[config.mk]
export PLATFORM = sky130hd
export DESIGN_NAME = jtdp_port
export DESIGN_NICKNAME = d
export VERILOG_FILES = /design/src/jtdp_pkg.sv /design/src/jtdp_port.sv /design/src/jtdp_sync.sv
export SDC_FILE = /design/constraint.sdc
export NUM_CORES = 1
export LEC_CHECK = 0
export ABC_AREA = 1
export ABC_CLOCK_PERIOD_IN_PS = 2200
export BUFFER_PORTS_ARGS = -buffer_cell sky130_fd_sc_hd__buf_4
export CORE_UTILIZATION = 29
export CTS_CLUSTER_DIAMETER = 40
export DETAILED_ROUTE_END_ITERATION = 8
export HOLD_SLACK_MARGIN = 0.05
export SKIP_LAST_GASP = 1
export SLEW_MARGIN = 5
export SYNTH_ARGS = -nofsm -noshare
export SYNTH_HDL_FRONTEND = slang
export SYNTH_HIERARCHICAL = 1
export SYNTH_SLANG_ARGS = --single-unit
[constraint.sdc]
create_clock -name clk_in -period 2.2 [get_ports clk_in]
set_clock_uncertainty 0.05 [all_clocks]
set_input_delay 0.22 -clock clk_in [delete_from_list [all_inputs] [get_ports clk_in]]
set_output_delay 0.22 -clock clk_in [all_outputs]
set_load 0.005 [all_outputs]
[src/jtdp_pkg.sv]
package jtdp_pkg;
   // Instruction and data register widths.
   localparam int IR_W = 4;
   localparam int DR_W = 32;
   // Instruction codes.
   localparam logic [3:0] OP_EXTEST = 4'h0;
   localparam logic [3:0] OP_CHIP_IDENTITY_WORD = 4'h1;
   localparam logic [3:0] OP_SAMPLE = 4'h2;
   localparam logic [3:0] OP_USER = 4'h8;
   localparam logic [3:0] OP_CHIP = 4'h9;
   localparam logic [3:0] OP_BYPASS = 4'hf;
   // Value loaded into the instruction shifter on capture; low bits 01 as the standard wants.
   localparam logic [3:0] IR_CAPTURE = 4'h1;
   // Identification word fields; these values are arbitrary.
   localparam logic [3:0] ID_VERSION = 4'h0;
   localparam logic [15:0] ID_PART = 16'h0001;
   localparam logic [10:0] ID_MAKER = 11'h001;
   localparam logic ID_MARKER = 1'b1;
   // User word layout: identifier bits 31..22, unused 21..16, revision 15..0.
   localparam int UID_HI = 31;
   localparam int UID_LO = 22;
   localparam logic [5:0] USER_UNUSED = 6'h00;
   localparam logic [15:0] SI_REVISION = 16'h0000;
   // Security register bits.
   localparam int SEC_NO_JTAG = 0;
   localparam int SEC_NO_JTAG_OTP = 13;
   localparam int SEC_NO_DEBUG = 14;
   // Debug pin modes set by software.
   localparam logic [1:0] DBG_IGNORE = 2'h0;
   localparam logic [1:0] DBG_OUTPUT = 2'h1;
   localparam logic [1:0] DBG_INPUT = 2'h2;
   // Synchroniser lane order and reset levels: tck, tms, tdi, trst_n, debug_n, pll lock.
   localparam int S_TCK = 0;
   localparam int S_TMS = 1;
   localparam int S_TDI = 2;
   localparam int S_TRST = 3;
   localparam int S_DBG = 4;
   localparam int S_LOCK = 5;
   localparam int SYNC_W = 6;
   localparam logic [5:0] SYNC_RST = 6'h12;
   // Controller states, one-hot.
   typedef enum logic [15:0] {
      ST_TLR = 16'h0001, ST_RTI = 16'h0002, ST_SEL_DR = 16'h0004, ST_CAP_DR = 16'h0008,
      ST_SH_DR = 16'h0010, ST_EX1_DR = 16'h0020, ST_PA_DR = 16'h0040, ST_EX2_DR = 16'h0080,
      ST_UP_DR = 16'h0100, ST_SEL_IR = 16'h0200, ST_CAP_IR = 16'h0400, ST_SH_IR = 16'h0800,
      ST_EX1_IR = 16'h1000, ST_PA_IR = 16'h2000, ST_EX2_IR = 16'h4000, ST_UP_IR = 16'h8000
   } jtdp_state_e;
endpackage : jtdp_pkg

[src/jtdp_port.sv]
`timescale 1ns/10ps
//////////////////////////////////////////////////////////////////////////////////////////
module jtdp_port #(
   parameter int NUM_IO = 8
) (
   // Clock and global reset.
   input wire logic clk_in,
   input wire logic rstn_in,
   // Test port pins.
   input wire logic tck_in,
   input wire logic tms_in,
   input wire logic tdi_in,
   input wire logic trst_n_in,
   output logic tdo_out,
   output logic tdo_oe_out,
   // Debug synchronisation pin.
   input wire logic debug_n_in,
   output logic debug_n_out,
   output logic debug_n_oe_out,
   // Processor tile side.
   input wire logic [31:0] sec_reg_in,
   input wire logic [1:0] dbg_mode_in,
   input wire logic breakpoint_in,
   output logic debug_req_out,
   output logic otp_block_out,
   // Boot control.
   input wire logic pll_lock_in,
   input wire logic [2:0] boot_mode_in,
   output logic boot_go_out,
   output logic [2:0] boot_mode_out,
   // Internal chip port.
   input wire logic chip_tdo_in,
   output logic chip_sel_out,
   output logic chip_capture_out,
   output logic chip_shift_out,
   output logic chip_update_out,
   output logic chip_tdi_out,
   // Boundary cells.
   input wire logic [NUM_IO-1:0] pad_in,
   output logic [NUM_IO-1:0] pad_out,
   output logic extest_out
);
   //////////////////////////////////////////////////////////////////////////////////////
   // Synchronised pins.
   logic [jtdp_pkg::SYNC_W-1:0] sync_q;
   logic tck_s, tms_s, tdi_s, trst_s, dbg_s, lock_s;

   jtdp_sync #(.W(jtdp_pkg::SYNC_W), .RST_VAL(jtdp_pkg::SYNC_RST)) u_sync (
      .clk_in(clk_in),
      .rstn_in(rstn_in),
      .d_in({pll_lock_in, debug_n_in, trst_n_in, tdi_in, tms_in, tck_in}),
      .q_out(sync_q)
   );

   // Names for the synchronised lanes.
   assign tck_s = sync_q[jtdp_pkg::S_TCK];
   assign tms_s = sync_q[jtdp_pkg::S_TMS];
   assign tdi_s = sync_q[jtdp_pkg::S_TDI];
   assign trst_s = sync_q[jtdp_pkg::S_TRST];
   assign dbg_s = sync_q[jtdp_pkg::S_DBG];
   assign lock_s = sync_q[jtdp_pkg::S_LOCK];

   //////////////////////////////////////////////////////////////////////////////////////
   // Test clock edges and controller.
   logic tck_q, next_tck_q;
   logic tck_rise, tck_fall, tap_hold;
   jtdp_pkg::jtdp_state_e state, next_state;

   // The test clock is slow enough to be sampled; edges are found from the synchronised copy.
   assign tck_rise = tck_s & ~tck_q;
   assign tck_fall = ~tck_s & tck_q;
   // A low test reset or the security lock keeps the port in its reset state.
   assign tap_hold = ~trst_s | sec_reg_in[jtdp_pkg::SEC_NO_JTAG];

   // Standard state walk on each rising test clock edge.
   always_comb begin
      next_tck_q = tck_s;
      next_state = state;
      if (tap_hold) begin
         next_state = jtdp_pkg::ST_TLR;
      end else if (tck_rise) begin
         case (state)
            jtdp_pkg::ST_TLR: next_state = tms_s ? jtdp_pkg::ST_TLR : jtdp_pkg::ST_RTI;
            jtdp_pkg::ST_RTI: next_state = tms_s ? jtdp_pkg::ST_SEL_DR : jtdp_pkg::ST_RTI;
            jtdp_pkg::ST_SEL_DR: next_state = tms_s ? jtdp_pkg::ST_SEL_IR : jtdp_pkg::ST_CAP_DR;
            jtdp_pkg::ST_CAP_DR: next_state = tms_s ? jtdp_pkg::ST_EX1_DR : jtdp_pkg::ST_SH_DR;
            jtdp_pkg::ST_SH_DR: next_state = tms_s ? jtdp_pkg::ST_EX1_DR : jtdp_pkg::ST_SH_DR;
            jtdp_pkg::ST_EX1_DR: next_state = tms_s ? jtdp_pkg::ST_UP_DR : jtdp_pkg::ST_PA_DR;
            jtdp_pkg::ST_PA_DR: next_state = tms_s ? jtdp_pkg::ST_EX2_DR : jtdp_pkg::ST_PA_DR;
            jtdp_pkg::ST_EX2_DR: next_state = tms_s ? jtdp_pkg::ST_UP_DR : jtdp_pkg::ST_SH_DR;
            jtdp_pkg::ST_UP_DR: next_state = tms_s ? jtdp_pkg::ST_SEL_DR : jtdp_pkg::ST_RTI;
            jtdp_pkg::ST_SEL_IR: next_state = tms_s ? jtdp_pkg::ST_TLR : jtdp_pkg::ST_CAP_IR;
            jtdp_pkg::ST_CAP_IR: next_state = tms_s ? jtdp_pkg::ST_EX1_IR : jtdp_pkg::ST_SH_IR;
            jtdp_pkg::ST_SH_IR: next_state = tms_s ? jtdp_pkg::ST_EX1_IR : jtdp_pkg::ST_SH_IR;
            jtdp_pkg::ST_EX1_IR: next_state = tms_s ? jtdp_pkg::ST_UP_IR : jtdp_pkg::ST_PA_IR;
            jtdp_pkg::ST_PA_IR: next_state = tms_s ? jtdp_pkg::ST_EX2_IR : jtdp_pkg::ST_PA_IR;
            jtdp_pkg::ST_EX2_IR: next_state = tms_s ? jtdp_pkg::ST_UP_IR : jtdp_pkg::ST_SH_IR;
            jtdp_pkg::ST_UP_IR: next_state = tms_s ? jtdp_pkg::ST_SEL_DR : jtdp_pkg::ST_RTI;
            default: next_state = jtdp_pkg::ST_TLR;
         endcase
      end
   end

   // Registers the controller.
   always_ff @(posedge clk_in) begin
      if (!rstn_in) begin
         tck_q <= 1'b0;
         state <= jtdp_pkg::ST_TLR;
      end else begin
         tck_q <= next_tck_q;
         state <= next_state;
      end
   end

   //////////////////////////////////////////////////////////////////////////////////////
   // Instruction and data shifters.
   logic [jtdp_pkg::IR_W-1:0] ir, next_ir, ir_sh, next_ir_sh;
   logic [jtdp_pkg::DR_W-1:0] dr_sh, next_dr_sh;
   logic [NUM_IO-1:0] bsr_sh, next_bsr_sh, next_pad_out;
   logic byp, next_byp, next_extest, scan_bit;
   logic [jtdp_pkg::DR_W-1:0] id_word, user_word;
   logic sel_word, sel_bsr, sel_chip;

   // Identity and user words; a blank fuse area reads as a zero identifier.
   assign id_word = {jtdp_pkg::ID_VERSION, jtdp_pkg::ID_PART, jtdp_pkg::ID_MAKER,
                     jtdp_pkg::ID_MARKER};
   assign user_word = {sec_reg_in[jtdp_pkg::UID_HI:jtdp_pkg::UID_LO], jtdp_pkg::USER_UNUSED,
                       jtdp_pkg::SI_REVISION};
   assign sel_word = (ir == jtdp_pkg::OP_CHIP_IDENTITY_WORD) || (ir == jtdp_pkg::OP_USER);
   assign sel_bsr = (ir == jtdp_pkg::OP_EXTEST) || (ir == jtdp_pkg::OP_SAMPLE);
   assign sel_chip = (ir == jtdp_pkg::OP_CHIP);

   // Capture and shift of the local chains, update of the instruction and boundary registers; shifting is LSB first from TDI.
   always_comb begin
      next_ir = ir;
      next_ir_sh = ir_sh;
      next_dr_sh = dr_sh;
      next_bsr_sh = bsr_sh;
      next_pad_out = pad_out;
      next_byp = byp;
      next_extest = (ir == jtdp_pkg::OP_EXTEST);
      if (state == jtdp_pkg::ST_TLR) begin
         next_ir = jtdp_pkg::OP_CHIP_IDENTITY_WORD;
      end else if (tck_rise) begin
         case (state)
            jtdp_pkg::ST_CAP_IR: next_ir_sh = jtdp_pkg::IR_CAPTURE;
            jtdp_pkg::ST_SH_IR: next_ir_sh = {tdi_s, ir_sh[jtdp_pkg::IR_W-1:1]};
            jtdp_pkg::ST_CAP_DR: begin
               next_byp = 1'b0;
               next_bsr_sh = pad_in;
               if (ir == jtdp_pkg::OP_USER) begin
                  next_dr_sh = user_word;
               end else begin
                  next_dr_sh = id_word;
               end
            end
            jtdp_pkg::ST_SH_DR: begin
               next_byp = tdi_s;
               if (sel_word) begin
                  next_dr_sh = {tdi_s, dr_sh[jtdp_pkg::DR_W-1:1]};
               end
               if (sel_bsr) begin
                  next_bsr_sh = {tdi_s, bsr_sh[NUM_IO-1:1]};
               end
            end
            default: begin
            end
         endcase
      end else if (tck_fall) begin
         // Updates happen on the falling edge, as the standard places them.
         if (state == jtdp_pkg::ST_UP_IR) begin
            next_ir = ir_sh;
         end
         if (state == jtdp_pkg::ST_UP_DR && sel_bsr) begin
            next_pad_out = bsr_sh;
         end
      end
   end

   // Registers the chains.
   always_ff @(posedge clk_in) begin
      if (!rstn_in) begin
         ir <= jtdp_pkg::OP_CHIP_IDENTITY_WORD;
         ir_sh <= jtdp_pkg::IR_CAPTURE;
         dr_sh <= '0;
         bsr_sh <= '0;
         pad_out <= '0;
         byp <= 1'b0;
         extest_out <= 1'b0;
      end else begin
         ir <= next_ir;
         ir_sh <= next_ir_sh;
         dr_sh <= next_dr_sh;
         bsr_sh <= next_bsr_sh;
         pad_out <= next_pad_out;
         byp <= next_byp;
         extest_out <= next_extest;
      end
   end

   //////////////////////////////////////////////////////////////////////////////////////
   // Serial output and chip port.
   logic next_tdo, next_tdo_oe, next_sel, next_cap, next_shift, next_upd, next_ctdi;

   // Picks the bit that leaves on TDO for the current chain.
   always_comb begin
      if (state == jtdp_pkg::ST_SH_IR) begin
         scan_bit = ir_sh[0];
      end else if (sel_word) begin
         scan_bit = dr_sh[0];
      end else if (sel_bsr) begin
         scan_bit = bsr_sh[0];
      end else if (sel_chip) begin
         scan_bit = chip_tdo_in;
      end else begin
         scan_bit = byp;
      end
   end

   // TDO changes on the falling edge so the host samples a settled bit on the next rise.
   always_comb begin
      next_tdo = tdo_out;
      next_tdo_oe = tdo_oe_out;
      if (tck_fall) begin
         next_tdo = scan_bit;
         next_tdo_oe = (state == jtdp_pkg::ST_SH_IR) || (state == jtdp_pkg::ST_SH_DR);
      end
      // A held port stops driving at once, even if the host has parked the test clock.
      if (tap_hold) begin
         next_tdo_oe = 1'b0;
      end
      next_sel = sel_chip && !tap_hold;
      next_cap = next_sel && tck_rise && (state == jtdp_pkg::ST_CAP_DR);
      next_shift = next_sel && tck_rise && (state == jtdp_pkg::ST_SH_DR);
      next_upd = next_sel && tck_fall && (state == jtdp_pkg::ST_UP_DR);
      next_ctdi = next_shift ? tdi_s : chip_tdi_out;
   end

   // Registers the serial output and chip port strobes.
   always_ff @(posedge clk_in) begin
      if (!rstn_in) begin
         tdo_out <= 1'b0;
         tdo_oe_out <= 1'b0;
         chip_sel_out <= 1'b0;
         chip_capture_out <= 1'b0;
         chip_shift_out <= 1'b0;
         chip_update_out <= 1'b0;
         chip_tdi_out <= 1'b0;
      end else begin
         tdo_out <= next_tdo;
         tdo_oe_out <= next_tdo_oe;
         chip_sel_out <= next_sel;
         chip_capture_out <= next_cap;
         chip_shift_out <= next_shift;
         chip_update_out <= next_upd;
         chip_tdi_out <= next_ctdi;
      end
   end

   //////////////////////////////////////////////////////////////////////////////////////
   // Debug pin, OTP lock and boot.
   logic dbg_lock, dbg_q, next_dbg_q;
   logic next_dbg_oe, next_dbg_req, next_otp_block, next_boot_go;
   logic [2:0] next_boot_mode;

   assign dbg_lock = sec_reg_in[jtdp_pkg::SEC_NO_DEBUG];

   // Output mode pulls the line low while stopped; input mode turns a falling line into
   // a request. The pin is only read in input mode so our own drive never loops back.
   always_comb begin
      next_dbg_q = dbg_s;
      next_dbg_oe = !dbg_lock && (dbg_mode_in == jtdp_pkg::DBG_OUTPUT)
                    && breakpoint_in;
      next_dbg_req = !dbg_lock && (dbg_mode_in == jtdp_pkg::DBG_INPUT)
                     && dbg_q && !dbg_s;
      next_otp_block = sec_reg_in[jtdp_pkg::SEC_NO_JTAG_OTP]
                       || sec_reg_in[jtdp_pkg::SEC_NO_JTAG];
      // Boot waits for lock after reset, then holds; the strap is caught at that moment.
      next_boot_go = boot_go_out || lock_s;
      next_boot_mode = (!boot_go_out && lock_s) ? boot_mode_in : boot_mode_out;
   end

   // Registers the debug and boot state; the global reset clears boot until lock returns.
   always_ff @(posedge clk_in) begin
      if (!rstn_in) begin
         dbg_q <= 1'b1;
         debug_n_out <= 1'b0;
         debug_n_oe_out <= 1'b0;
         debug_req_out <= 1'b0;
         otp_block_out <= 1'b1;
         boot_go_out <= 1'b0;
         boot_mode_out <= 3'h0;
      end else begin
         dbg_q <= next_dbg_q;
         debug_n_out <= 1'b0;
         debug_n_oe_out <= next_dbg_oe;
         debug_req_out <= next_dbg_req;
         otp_block_out <= next_otp_block;
         boot_go_out <= next_boot_go;
         boot_mode_out <= next_boot_mode;
      end
   end
endmodule : jtdp_port

[src/jtdp_sync.sv]
`timescale 1ns/10ps
// Two-stage synchroniser; only the second stage is visible outside.
module jtdp_sync #(
   parameter int W = 1,
   parameter logic [W-1:0] RST_VAL = '0
) (
   // Clock and reset.
   input wire logic clk_in,
   input wire logic rstn_in,
   // Data.
   input wire logic [W-1:0] d_in,
   output logic [W-1:0] q_out
);
   logic [W-1:0] meta;
   logic [W-1:0] next_meta;
   logic [W-1:0] next_q;

   // The first stage feeds the second stage and nothing else.
   always_comb begin
      next_meta = d_in;
      next_q = meta;
   end

   // Registers both stages.
   always_ff @(posedge clk_in) begin
      if (!rstn_in) begin
         meta <= RST_VAL;
         q_out <= RST_VAL;
      end else begin
         meta <= next_meta;
         q_out <= next_q;
      end
   end
endmodule : jtdp_sync

; After elaboration in Yosys (flattened, before gate mapping)
; Cells that the tools add are included.
[word_totals]
register_bits = 102
latch_bits = 0
ram_bits = 0
mem_bits_ro = 0
input_bits = 55
n_memories = 0
[classes]
add_sub_neg = 0
multipliers = 0
div_mod_pow = 0
order_cmp = 0
eq_ne = 24
n_shift = 0
n_mux = 24
bitwise = 9
n_reduce_logical = 36
[ops]
columns = operator, n
row1 = $pmux W16 S12, 1
row2 = $mux W32, 2
row3 = $pmux W32 S2, 1
row4 = $mux W16, 2
row5 = $mux W9, 2
row6 = $eq A16 B1 Y1 const B, 1
row7 = $eq A16 B10 Y1 const B, 1
row8 = $eq A16 B11 Y1 const B, 1
row9 = $eq A16 B12 Y1 const B, 1
row10 = $eq A16 B13 Y1 const B, 1
row11 = $eq A16 B14 Y1 const B, 1
row12 = $eq A16 B15 Y1 const B, 1
row13 = $eq A16 B16 Y1 const B, 1
row14 = $eq A16 B2 Y1 const B, 1
row15 = $eq A16 B3 Y1 const B, 1
row16 = $eq A16 B4 Y1 const B, 1
row17 = $eq A16 B5 Y1 const B, 1
row18 = $eq A16 B6 Y1 const B, 1
row19 = $eq A16 B7 Y1 const B, 1
row20 = $eq A16 B8 Y1 const B, 1
row21 = $eq A16 B9 Y1 const B, 1
row22 = $mux W8, 2
row23 = $pmux W8 S2, 1
row24 = $mux W15, 1
row25 = other kinds (27), 65

; Depth between registers and ports, before layout
; Gate-level depths: netlist (run 1).
[logic_depth]
word_depth = 6
ltp_mapped = 11

; Modules after synthesis
; The synthesis (run 1) kept the hierarchy.
[modules_own_cells]
columns = module, instances, cells_per_inst, area_per_inst_um2
row1 = jtdp_port, 1, 598, 4209.0
row2 = jtdp_sync, 1, 37, 341.6

; Worst setup path before layout (run 1)
; No wires, ideal clock.
[synth_timing]
path_kind = reg-to-reg
startpoint = register state[8]
endpoint = register dr_sh[13] (netlist name)
setup_ns = 0.132
arrival_ns = 1.374
slack_ns = 0.643
stages_incl_launch_ff = 11
n_path_buf = 2
cell_sequence = dfxtp_1 > nor2_4 > nand2_4 > nor2_8 > buf_12 > nand3_1 > nand2_2 > nand2_2 > buf_2 > nand2_1 > a21oi_1
[synth_between]
elab_chain_cells = 3
elab_cells_between_ends = 8
cone_classes = eq/ne (4) / mux (1) / bitwise (1) / reduce/logical (2)
[synth_lines]
columns = element, line_no
row1 = from (decl), jtdp_port.sv:67  ; jtdp_pkg::jtdp_state_e state, next_state;
row2 = from (signal assigned), jtdp_port.sv:108  ; state <= jtdp_pkg::ST_TLR;
row3 = from (signal assigned), jtdp_port.sv:111  ; state <= next_state;
row4 = $eq A16 B5 Y1 (tied with other cells), jtdp_port.sv:145  ; case (state)
row5 = $ne A2 B2 Y1 (no source line) (tied with other cells), --
row6 = $reduce_and A4 Y1 (no source line), --
row7 = to (signal assigned), jtdp_port.sv:193  ; dr_sh <= next_dr_sh;
row8 = to (decl), jtdp_port.sv:118  ; logic [jtdp_pkg::DR_W-1:0] dr_sh, next_dr_sh;
; Parallel ways exist; a longest one is shown, timed or not.
; A chain may end at the register's enable or synchronous reset.

; Worst setup path after layout (run 1)
[layout_timing]
startpoint = register state[6]
endpoint = register pad_out[5]
[layout_between]
elab_chain_cells = 3
elab_cells_between_ends = 5
cone_classes = eq/ne (2) / bitwise (1) / reduce/logical (2)
[layout_lines]
columns = element, line_no
row1 = $eq A16 B9 Y1 or $eq A16 B1 Y1 (tied branches), "jtdp_port.sv:174, jtdp_port.sv:142"
row2 = $logic_and A1 B1 Y1 or $not A1 Y1 (tied branches), --
row3 = $reduce_and A4 Y1 (no source line) *, --
row4 = to (signal assigned), jtdp_port.sv:195  ; pad_out <= next_pad_out;
row5 = to (decl), jtdp_port.sv:40  ; output logic [NUM_IO-1:0] pad_out,
; Mark *: on every way between the ends. The rest lies on a longest branch, timed or not.

==> impl_metrics.yaml, run 1 <==
outcome:
  run_status: "complete, no violations"
critical_path:
  endpoint_kind: "flop"
  cp.arrival_ns: 2.09
  crit_path_start_kind: "flop"
  criticalPathCategory: "reg -> reg"
  required_ns: 2.35
  cpLargestDelayFamily: "simple AND/OR/NAND/NOR gates"
  crit_cells: 8
  rr_worst_depth: 8
  critPathBufInv: 0
  crit_chain: "nor2_1, nand2_1, nor2_4, nand3_1, nor2_4, nand2_2, nand2_1, a21oi_1"
  critPathMaxStageDelay_ns: 0.32
  crit_fanout: 9
  crit_slowest_cell: "dfxtp_1"
sta:
  tightest_slew_ns: 0.567
  finalSetupTns_ns: 0
  hold_viol_final: 0
  period_share_pct: 88.1
  max_freq_mhz: 516
  rsz0062_at_grt: "false"
  post-route-min-period_ns: 1.94
  slew_headroom_pct: 62.0
  drv_slew: 0
  setup-violations-final: 0
synth:
  synth_warnings: 6
  syn_area_per_cell_sq_um: 7.17
  synth_nets: 690
  synthTopCellsByArea: "dfxtp_1 45%, nand2_1 14%, a21oi_1 7.3%, nand3_1 6.4%, inv_1 4.9%"
  synth.top_cell.area_share_pct: 44.9
  synth_area_leader_cell: "dfxtp_1"
  netlist_instances: 635
  synth_cell_types: 32
  synth_area_sq_um: 4550
  ys_ff_latch: 102
  yosysSeqAreaShare_pct: 44.9
route:
  dr.pass1.iters: 4
  routedWlPerCell_um: 11.6
  final_antenna_net_count: 0
  wl_um: 10600
  route.detailed.drc: 0
  vias: 4112
  dr.first_iter.drc_count: 212
  vias_per_cell: 4.50
layout:
  antenna_cells: 0
  nets: 754
  drive_above_1_share_pct: 16.5
  fillCellCount: 1621
  areaGrowthSynthToFinish_pct: 23.6
floorplan:
  core_area_sq_um: 15300
  die_y_um: 127
  dieWidth_um: 127
  die_area_sq_um: 16200
  row_count: 45
  initial_core_util_pct: 29.8
  ios: 79
global_route:
  grt.total_usage_pct: 13.8
  antenna_found_initial: 0
  grt_pass1_vias: 3831
  grt_max_degree: 49
  grt-ovfl-total: 0
  grt_first_pass_wirelength_um: 18000
clock_network:
  cts.sinks: 102
  numCtsBuffers: 9
  clk_latency_ns: 0.34
  cts_setup_buffers: 0
  cts_root_buf: "clkbuf_16"
  clk_pin_slew_worst_paths_ns: 0.07
  h-tree-depth: 3
  clock_path_buffers: 2
  cts_tree: "built"
worst_hold_path:
  hold_path_class: "in -> reg"
  holdPathStages: 3
power_and_ir_drop:
  ir_drop_mv: 0.346
  total_power_w: 0.00372
  p_per_area_nw_per_um2: 661
  power_leakage_nw: 2.38
place:
  dp_hpwl_um: 7150
  place_congestion: 0.850
  io_buffers: 58
flow_run:
  drv_cap: 0
state kept, by name (all words and copies together) (netlist names), 3 cells and up:
register       cells
boot_mode_out      3
state             16
u_sync/meta        6
ir                 4
ir_sh              4
bsr_sh             8
u_sync/q_out       6
pad_out            8
dr_sh             32
power by group:
part | leakage, nW | switching (W) | internal, W
Sequential | 0.825 | 0.00000639 | 0.00186
Combinational | 1.40 | 0.0000695 | 0.0000769
Clock | 0.155 | 0.000682 | 0.00102
per-stage QoR:
step,instance area (sq um),utilization [%],hold WS [ns],setup slack [ns],instances
floorplan,4550,-,0.247,0.643,635
global placement,5190,34.0,0.335,0.262,888
detailed placement,5190,34.0,0.337,0.242,888
CTS,5620,36.8,0.0556,0.220,914
global route,5630,36.9,0.0772,0.0953,914
finish,5630,36.9,0.0689,0.261,914
cells in the final DEF (no fill, tap or decap), types with 2 or more instances in the layout:
cell type / count
a21oi_1: 66
buf_12: 2
buf_4: 69
bufinv_16: 2
clkbuf_16: 9
clkinv_1: 3
dfxtp_1: 102
dlygate4sd3_1: 11
inv_1: 60
inv_2: 6
nand2_1: 165
nand2_2: 5
nand2_4: 4
nand3_1: 58
nand3b_1: 3
nand4_1: 23
nor2_1: 57
nor2_2: 6
nor2_4: 3
nor3_1: 8
nor4_1: 2
o211ai_1: 6
o21ai_0: 10
o21ai_1: 11
kinds of logic (layout without fill, tap and decap cells):
| family | Yosys count | count (layout) | share of synthesized area, % |
|---|---|---|---|
| AOI/OAI and AO/OA | 94 | 94 | 10.9 |
| and+or+nand+nor | 340 | 340 | 34.4 |
| other | 1 | 1 | 0.0824 |
| DFF | 102 | 102 | 44.9 |
| buffers and inverters | 98 | 166 | 9.71 |
worst reg2reg max path, stage by stage, from the launching register on:
cell and delay (ns):
dfxtp_1 0.32, nor2_1 0.18, nand2_1 0.21, nor2_4 0.25, nand3_1 0.18, nor2_4 0.27
nand2_2 0.18, nand2_1 0.10, a21oi_1 0.06
worst paths after layout:
path	slack, ns	to	startpoint
setup reg to reg	0.26	pad_out[5]	state[6]
setup / recovery	0.26	pad_out[5]	state[6]
hold / removal	0.07	boot_mode_out[1]	boot_mode_in[1]
hold reg to reg	0.35	u_sync/q_out[4]	u_sync/meta[4]
layer usage:
layer | part of all wire, % | GRT usage, % | vias to the layer above
li1 | - | - | 2184
met1 | 49 | 18.2 | 1822
met2 | 45 | 22.1 | 96
met3 | 4.9 | 2.89 | 10
met4 | 1.1 | 5.04 | 0
met5 | 0 | 0 | -
synthesized netlist by cell type:
cell type	n
nand2_1	165
dfxtp_1	102
a21oi_1	66
inv_1	60
nand3_1	58
nor2_1	57
nand4_1	23
o21ai_1	11
buf_2	10
clkbuf_1	10
o21ai_0	10
nor3_1	8
inv_2	6
nand2_2	6
nor2_2	6
o211ai_1	6
buf_4	4
buf_6	4
clkinv_1	3
nand2_4	3
nand3b_1	3
nor2_4	3
nor4_1	2
a21oi_4	1
buf_12	1
conb_1	1
nand3_2	1
nand3_4	1
nand3b_4	1
nor2_8	1
nor3b_1	1
or2_2	1
area by class of cell:
cell class                 count  area [sq um]  area share, %
multi-input combinational    435          2070           36.8
tap                          211           264           4.69
clock inverter                 5          81.3           1.45
sequential                   102          2040           36.3
clock buffer                  10           239           4.25
inverter                      69           259           4.60
timing repair buffer          82           668           11.9
repair_timing:
item	in CTS	in global routing
hold buffers	11	0
resized for setup	0	1
setup endpoints to repair	0	3
hold endpoints to repair	10	0
(Power assumes the default switching activity.)
==> run 2: changes to the inputs <==
--- a/config.mk
+++ b/config.mk
@@ -5,9 +5,9 @@
 export SDC_FILE = /design/constraint.sdc
 export NUM_CORES = 1
 export LEC_CHECK = 0
-export ABC_AREA = 1
+export ABC_AREA = 0
 export ABC_CLOCK_PERIOD_IN_PS = 2200
-export BUFFER_PORTS_ARGS = -buffer_cell sky130_fd_sc_hd__buf_4
+export BUFFER_PORTS_ARGS = -buffer_cell sky130_fd_sc_hd__clkbuf_2
 export CORE_UTILIZATION = 29
 export CTS_CLUSTER_DIAMETER = 40
 export DETAILED_ROUTE_END_ITERATION = 8
==> run 2 against run 1 <==
Effect of this change: via count fell by 4.9%; critical path depth fell by 3; flip-flop and latch count did not move; fmax fell by 7.6%; register-to-register slack got worse by 0.16 ns; core utilization rose by 0.63 points; wire length rose by 7.0%; critical endpoint is now state[0]; final cell count fell by 14%; clock power barely moved; non-clock buffer count rose by 30.
==> impl_metrics.yaml, run 2 <==
outcome:
  run_status: "complete, no violations"
clock_network:
  clk_pin_slew_worst_paths_ns: 0.07
  numCtsBuffers: 9
  clock_path_buffers: 2
  h-tree-depth: 3
  cts_tree: "built"
  clk_latency_ns: 0.35
  cts.sinks: 102
  cts_root_buf: "clkbuf_16"
synth:
  synth.top_cell.area_share_pct: 45.1
  synth_fa_ha_area_share_pct: 0
  netlist_instances: 509
  synth-compound-area-share_pct: 9.69
  synthTopCellsByArea: "dfxtp_1 45%, mux2i_1 9.7%, nand2_1 5.5%, nand3_1 4.3%, nor2_1 3.8%"
  synth-simple-area-share_pct: 28.2
  ys_ff_latch: 102
  synth_warnings: 6
  synthMuxAreaShare_pct: 11.7
  synth_commonest_cells: "102 x dfxtp_1, 66 x nand2_1, 46 x nor2_1, 44 x mux2i_1, 39 x nand3_1"
  async_reset_ff_share_pct: 0
  synth_area_leader_cell: "dfxtp_1"
  synth_most_common_cell: "dfxtp_1"
  synth_nets: 564
  syn_area_per_cell_sq_um: 8.90
  yosysSeqAreaShare_pct: 45.1
  ys.flop_type: "dfxtp_1"
  synth_area_sq_um: 4530
  synth_top_family_by_area: "simple AND/OR/NAND/NOR gates"
  synth_xor_area_share_pct: 0.967
  synth_cell_types: 54
  synth_edf_count: 0
critical_path:
  crit_fanout: 8
  endpoint_kind: "flop"
  criticalPathCategory: "reg -> reg"
  cp.arrival_ns: 2.33
  crit_path_start_kind: "flop"
  required_ns: 2.43
power_and_ir_drop:
  power_switching_w: 0.000834
  p_seq_share_pct: 50.7
  power_leakage_nw: 2.08
  internal-power_w: 0.00285
  pwr-share-clk_pct: 45.7
  ir_drop_mv: 0.624
  combPwrFrac_pct: 3.6
  swShare_pct: 22.6
  p_per_area_nw_per_um2: 647
layout:
  seq_area_sq_um: 2040
  final_cell_mix: "102 x dfxtp_1, 66 x nand2_1, 58 x clkbuf_2"
  nets: 648
  drive_above_1_share_pct: 23.6
  max_flop_register: "dr_sh"
  mostFrequentLayoutCell: "dfxtp_1"
  areaGrowthSynthToFinish_pct: 25.8
  final_cells: 786
  antenna_cells: 0
  largest_register_ffs: 32
  reg_top3: "dr_sh: 32 flops, state: 16 flops"
  multi_input_area_sq_um: 2310
  fillCellCount: 1537
  design_area_sq_um: 5700
floorplan:
  dieWidth_um: 127
  core_area_sq_um: 15200
  initial_core_util_pct: 29.8
  die_y_um: 127
  row_count: 45
  die_area_sq_um: 16100
  ios: 79
global_route:
  grt_max_degree: 73
  grt_first_pass_wirelength_um: 18900
  grt_pass1_vias: 3827
  grt-ovfl-total: 0
  grt.total_usage_pct: 14.8
  antenna_found_initial: 0
sta:
  rsz0062_at_grt: "false"
  max_freq_mhz: 476
  tightest_slew_ns: 0.631
  setup-violations-final: 0
  hold_viol_final: 0
  drv_slew: 0
  post-route-min-period_ns: 2.10
  slew_headroom_pct: 57.9
  period_share_pct: 95.4
route:
  final_antenna_net_count: 0
  route.detailed.drc: 0
  routedWlPerCell_um: 14.5
  dr.pass1.iters: 5
  dr.first_iter.drc_count: 280
  vias_per_cell: 4.97
  vias: 3909
  wl_um: 11400
flow_run:
  drv_cap: 0
place:
  place_congestion: 0.870
  dp_hpwl_um: 7940
  place_inst: 759
  io_buffers: 58
  dpl-instance-area_sq_um: 5270
worst_hold_path:
  hold_path_class: "in -> reg"
-- run 2: cell count changes after synthesis, moves of 11 or more --
cell      before  now
clkbuf_1      10   21
nand2b_1       0   13
nand3_1       58   39
a21oi_1       66   30
mux2i_1        0   44
nor2_1        57   46
nand4_1       23    5
nand2_1      165   66
inv_1         60    4
-- run 2: kinds of logic after synthesis --
logic type,count (synthesis)
AOI/OAI and AO/OA,70
xor gates and xnor gates,5
buffers and inverters,43
DFF,102
muxes,52
other,1
and+or+nand+nor,236
-- run 2: final cells by class --
type | count | area share [%]
inverter | 4 | 0.263
clock inverter | 6 | 1.29
tap | 188 | 4.13
sequential | 102 | 35.8
multi-input combinational | 364 | 40.6
timing repair buffer | 112 | 13.7
clock buffer | 10 | 4.19
-- run 2: timing repair --
item / in CTS / in global routing
hold buffers: 9 / 0
resized for setup: 0 / 2
setup endpoints to repair: 1 / 27
pin swaps: 1 / 0
endpoints found under the hold margin: 8 / 0
setup buffers: 2 / 0
-- run 2: power groups by stage --
stage / Sequential [W] / Clock, W / Combinational [W]
final: 0.00187 / 0.00169 / 0.000134
after global routing: 0.00187 / 0.00181 / 0.000148
after CTS: 0.00187 / 0.00173 / 0.000134
after detailed placement: 0.00191 / 0 / 0.000121
after global placement: 0.00191 / 0 / 0.000119
after floorplan: 0.00191 / 0 / 0.0000672
-- run 2: stage by stage --
| stage | TNS [ns] | util (%) | total power (W) | hold WS, ns | setup slack (ns) |
|---|---|---|---|---|---|
| after CTS | 0 | 37.4 | 0.00373 | 0.0587 | 0.131 |
| final | 0 | 37.5 | 0.00369 | 0.0686 | 0.100 |
| after floorplan | 0 | - | 0.00198 | 0.243 | 0.0473 |
| after detailed placement | -0.0149 | 34.7 | 0.00203 | 0.350 | -0.0149 |
| after global routing | 0 | 37.5 | 0.00383 | 0.0760 | 0.00686 |
| after global placement | 0 | 34.7 | 0.00203 | 0.344 | 0.0435 |
-- run 2: path summary, 6_finish.rpt --
kind                    from               end  slack (ns)  cells after the start
min reg2reg   u_sync/meta[4]   u_sync/q_out[4]        0.37                      1
max reg2reg         state[3]          state[0]        0.10                      5
min          boot_mode_in[0]  boot_mode_out[0]        0.07                      3
max                 state[3]          state[0]        0.10                      5
-- run 2: critical path: stages (launching register included) --
cell and delay [ns]:
dfxtp_1 0.52, nor4b_1 0.09, and4_1 0.25, nor2_1 0.32
or4b_2 0.62, o211ai_1 0.18
-- run 2: per-layer routing --
metal  global-route usage (%)  vias to the layer above  wire, um
met4                     4.69                        0       136
met1                     19.3                     1810      5420
li1                         -                     1966         -
met2                     23.3                      115      5130
met3                     4.61                       18       691
met5                        0                        -         0
==> run 3: changes to the inputs <==
--- a/config.mk
+++ b/config.mk
@@ -8,10 +8,11 @@
 export ABC_AREA = 0
 export ABC_CLOCK_PERIOD_IN_PS = 2200
 export BUFFER_PORTS_ARGS = -buffer_cell sky130_fd_sc_hd__clkbuf_2
-export CORE_UTILIZATION = 29
+export CORE_UTILIZATION = 56
 export CTS_CLUSTER_DIAMETER = 40
 export DETAILED_ROUTE_END_ITERATION = 8
 export HOLD_SLACK_MARGIN = 0.05
+export PLACE_DENSITY = 0.8
 export SKIP_LAST_GASP = 1
 export SLEW_MARGIN = 5
 export SYNTH_ARGS = -nofsm -noshare
==> run 3 against run 2 <==
Effect of this change: die area shrank 48%; via count grew 1.4%; final area shrank 4.6%; largest power group unchanged; sequential power is essentially flat; critical path type unchanged.
==> impl_metrics.yaml, run 3 (synthesized netlist as in run 2, its figures left out) <==
route:
  final_antenna_net_count: 0
  dr.pass1.iters: 5
  wl_um: 10500
  vias: 3964
  dr.first_iter.drc_count: 288
  vias_per_cell: 5.66
  route.detailed.drc: 0
  routedWlPerCell_um: 14.9
power_and_ir_drop:
  power_leakage_nw: 2.01
  pwr-share-clk_pct: 36.0
  p_seq_share_pct: 59.7
  power_switching_w: 0.000772
  p_per_area_nw_per_um2: 576
  combPwrFrac_pct: 4.4
  ir_drop_mv: 0.638
  swShare_pct: 24.6
  internal-power_w: 0.00236
worst_hold_path:
  hold_path_class: "in -> reg"
global_route:
  grt_max_degree: 34
  grt_first_pass_wirelength_um: 17400
  grt.total_usage_pct: 25.8
  antenna_found_initial: 0
  grt-ovfl-total: 0
  grt_pass1_vias: 3684
layout:
  drive_above_1_share_pct: 23.6
  areaGrowthSynthToFinish_pct: 20.0
  reg_top3: "dr_sh: 32 flops, state: 16 flops"
  largest_register_ffs: 32
  final_cells: 700
  antenna_cells: 0
  final_cell_mix: "101 x dfxtp_1, 66 x nand2_1, 58 x clkbuf_2"
  nets: 648
  max_flop_register: "dr_sh"
  mostFrequentLayoutCell: "dfxtp_1"
place:
  io_buffers: 58
  place_congestion: 0.883
  dp_hpwl_um: 7160
  place_inst: 673
sta:
  rsz0062_at_grt: "true"
  period_share_pct: 92.9
  post-route-min-period_ns: 2.04
  setup-violations-final: 0
  max_freq_mhz: 489
  hold_viol_final: 0
  drv_slew: 0
  slew_headroom_pct: 58.4
  hold_ws_ns: 0.0645
  tightest_slew_ns: 0.623
critical_path:
  crit_slowest_cell: "dfxtp_1"
  crit_chain: "nor4_1, buf_4, nand4_1, o22ai_2, and2_1, buf_12, mux2i_1"
  r2r_slack_ns: 0.16
  crit_fanout: 32
  required_ns: 2.43
  cpLargestDelayFamily: "simple AND/OR/NAND/NOR gates"
  criticalPathCategory: "reg -> reg"
  critPathBufInv: 2
  endpoint_kind: "flop"
  crit_path_start_kind: "flop"
  cp.arrival_ns: 2.27
  critPathMaxStageDelay_ns: 0.32
floorplan:
  row_count: 32
  die_area_sq_um: 8450
  ios: 79
  initial_core_util_pct: 58.3
  die_y_um: 91.9
  core_area_sq_um: 7770
  dieWidth_um: 91.9
flow_run:
  drv_cap: 0
clock_network:
  clk_pin_slew_worst_paths_ns: 0.10
  clock_path_buffers: 2
  cts_tree: "built"
  clk_latency_ns: 0.36
  h-tree-depth: 3
  numCtsBuffers: 9
  cts_root_buf: "clkbuf_8"
  cts.sinks: 102
outcome:
  run_status: "complete, no violations"
==> run 3: changes by cell type in the layout (fill, tap and decap cells not counted), moves of 2 or more <==
cell	before	now
buf_4	40	42
clkbuf_8	1	9
clkbuf_16	9	0
buf_12	5	2
==> run 3: per-stage QoR <==
step	total power, W	setup TNS (ns)	setup WS (ns)	util, %	area [sq um]
after floorplan	0.00198	0	0.0473	-	4530
after global placement	0.00203	0	0.227	66.0	5120
after detailed placement	0.00203	0	0.123	66.0	5120
after CTS	0.00314	0	0.107	69.7	5410
after global routing	0.00324	-0.00716	-0.00458	70.0	5440
final	0.00313	0	0.157	70.0	5440
==> run 3: worst paths after layout <==
kind | startpoint | endpoint | depth (start not counted)
min reg2reg | u_sync/meta[4] | u_sync/q_out[4] | 1
min | boot_mode_in[2] | boot_mode_out[2] | 3
max reg2reg | state[8] | dr_sh[17] | 7
max | state[8] | dr_sh[17] | 7
==> run 3: layout make-up <==
class	count	area, sq um
Tap cell	102	128
Sequential cell	102	2040
Fill cell	588	2330
Clock buffer	9	124
Inverter	4	15.0
Timing Repair Buffer	112	746
Clock inverter	7	65.1
Multi-Input combinational cell	364	2320
==> run 3: what timing repair did <==
| action | 4_1_cts | 5_1_grt |
|---|---|---|
| gates resized for setup | 0 | 4 |
| hold buffers | 10 | 0 |
| setup endpoints to repair | 0 | 39 |
| hold endpoints to repair | 9 | 0 |
| setup buffers | 0 | 1 |
==> run 3: layer usage <==
metal / wire length [um] / share of wire (%) / vias to the layer above / GRT usage [%]
li1: - / - / 1966 / -
met1: 4650 / 44 / 1845 / 33.7
met2: 4890 / 47 / 139 / 42.0
met3: 733 / 7.0 / 14 / 6.38
met4: 183 / 1.8 / 0 / 7.81
met5: 0 / 0 / - / 0
==> run 3: worst register-to-register path: cells and delay by family (launching register included) <==
| kind | cells | cell delay [ns] |
|---|---|---|
| AOI/OAI and AO/OA | 1 | 0.23 |
| buffers and inverters | 2 | 0.46 |
| DFF | 1 | 0.32 |
| muxes | 1 | 0.25 |
| and+or+nand+nor | 3 | 0.66 |
==> run 3: power by group through the flow <==
| stage | sequential, W | combinational, W | clock (W) |
|---|---|---|---|
| after floorplan | 0.00191 | 0.0000672 | 0 |
| after global placement | 0.00191 | 0.000116 | 0 |
| after detailed placement | 0.00191 | 0.000120 | 0 |
| after CTS | 0.00187 | 0.000133 | 0.00114 |
| after global routing | 0.00187 | 0.000149 | 0.00122 |
| final | 0.00187 | 0.000136 | 0.00113 |
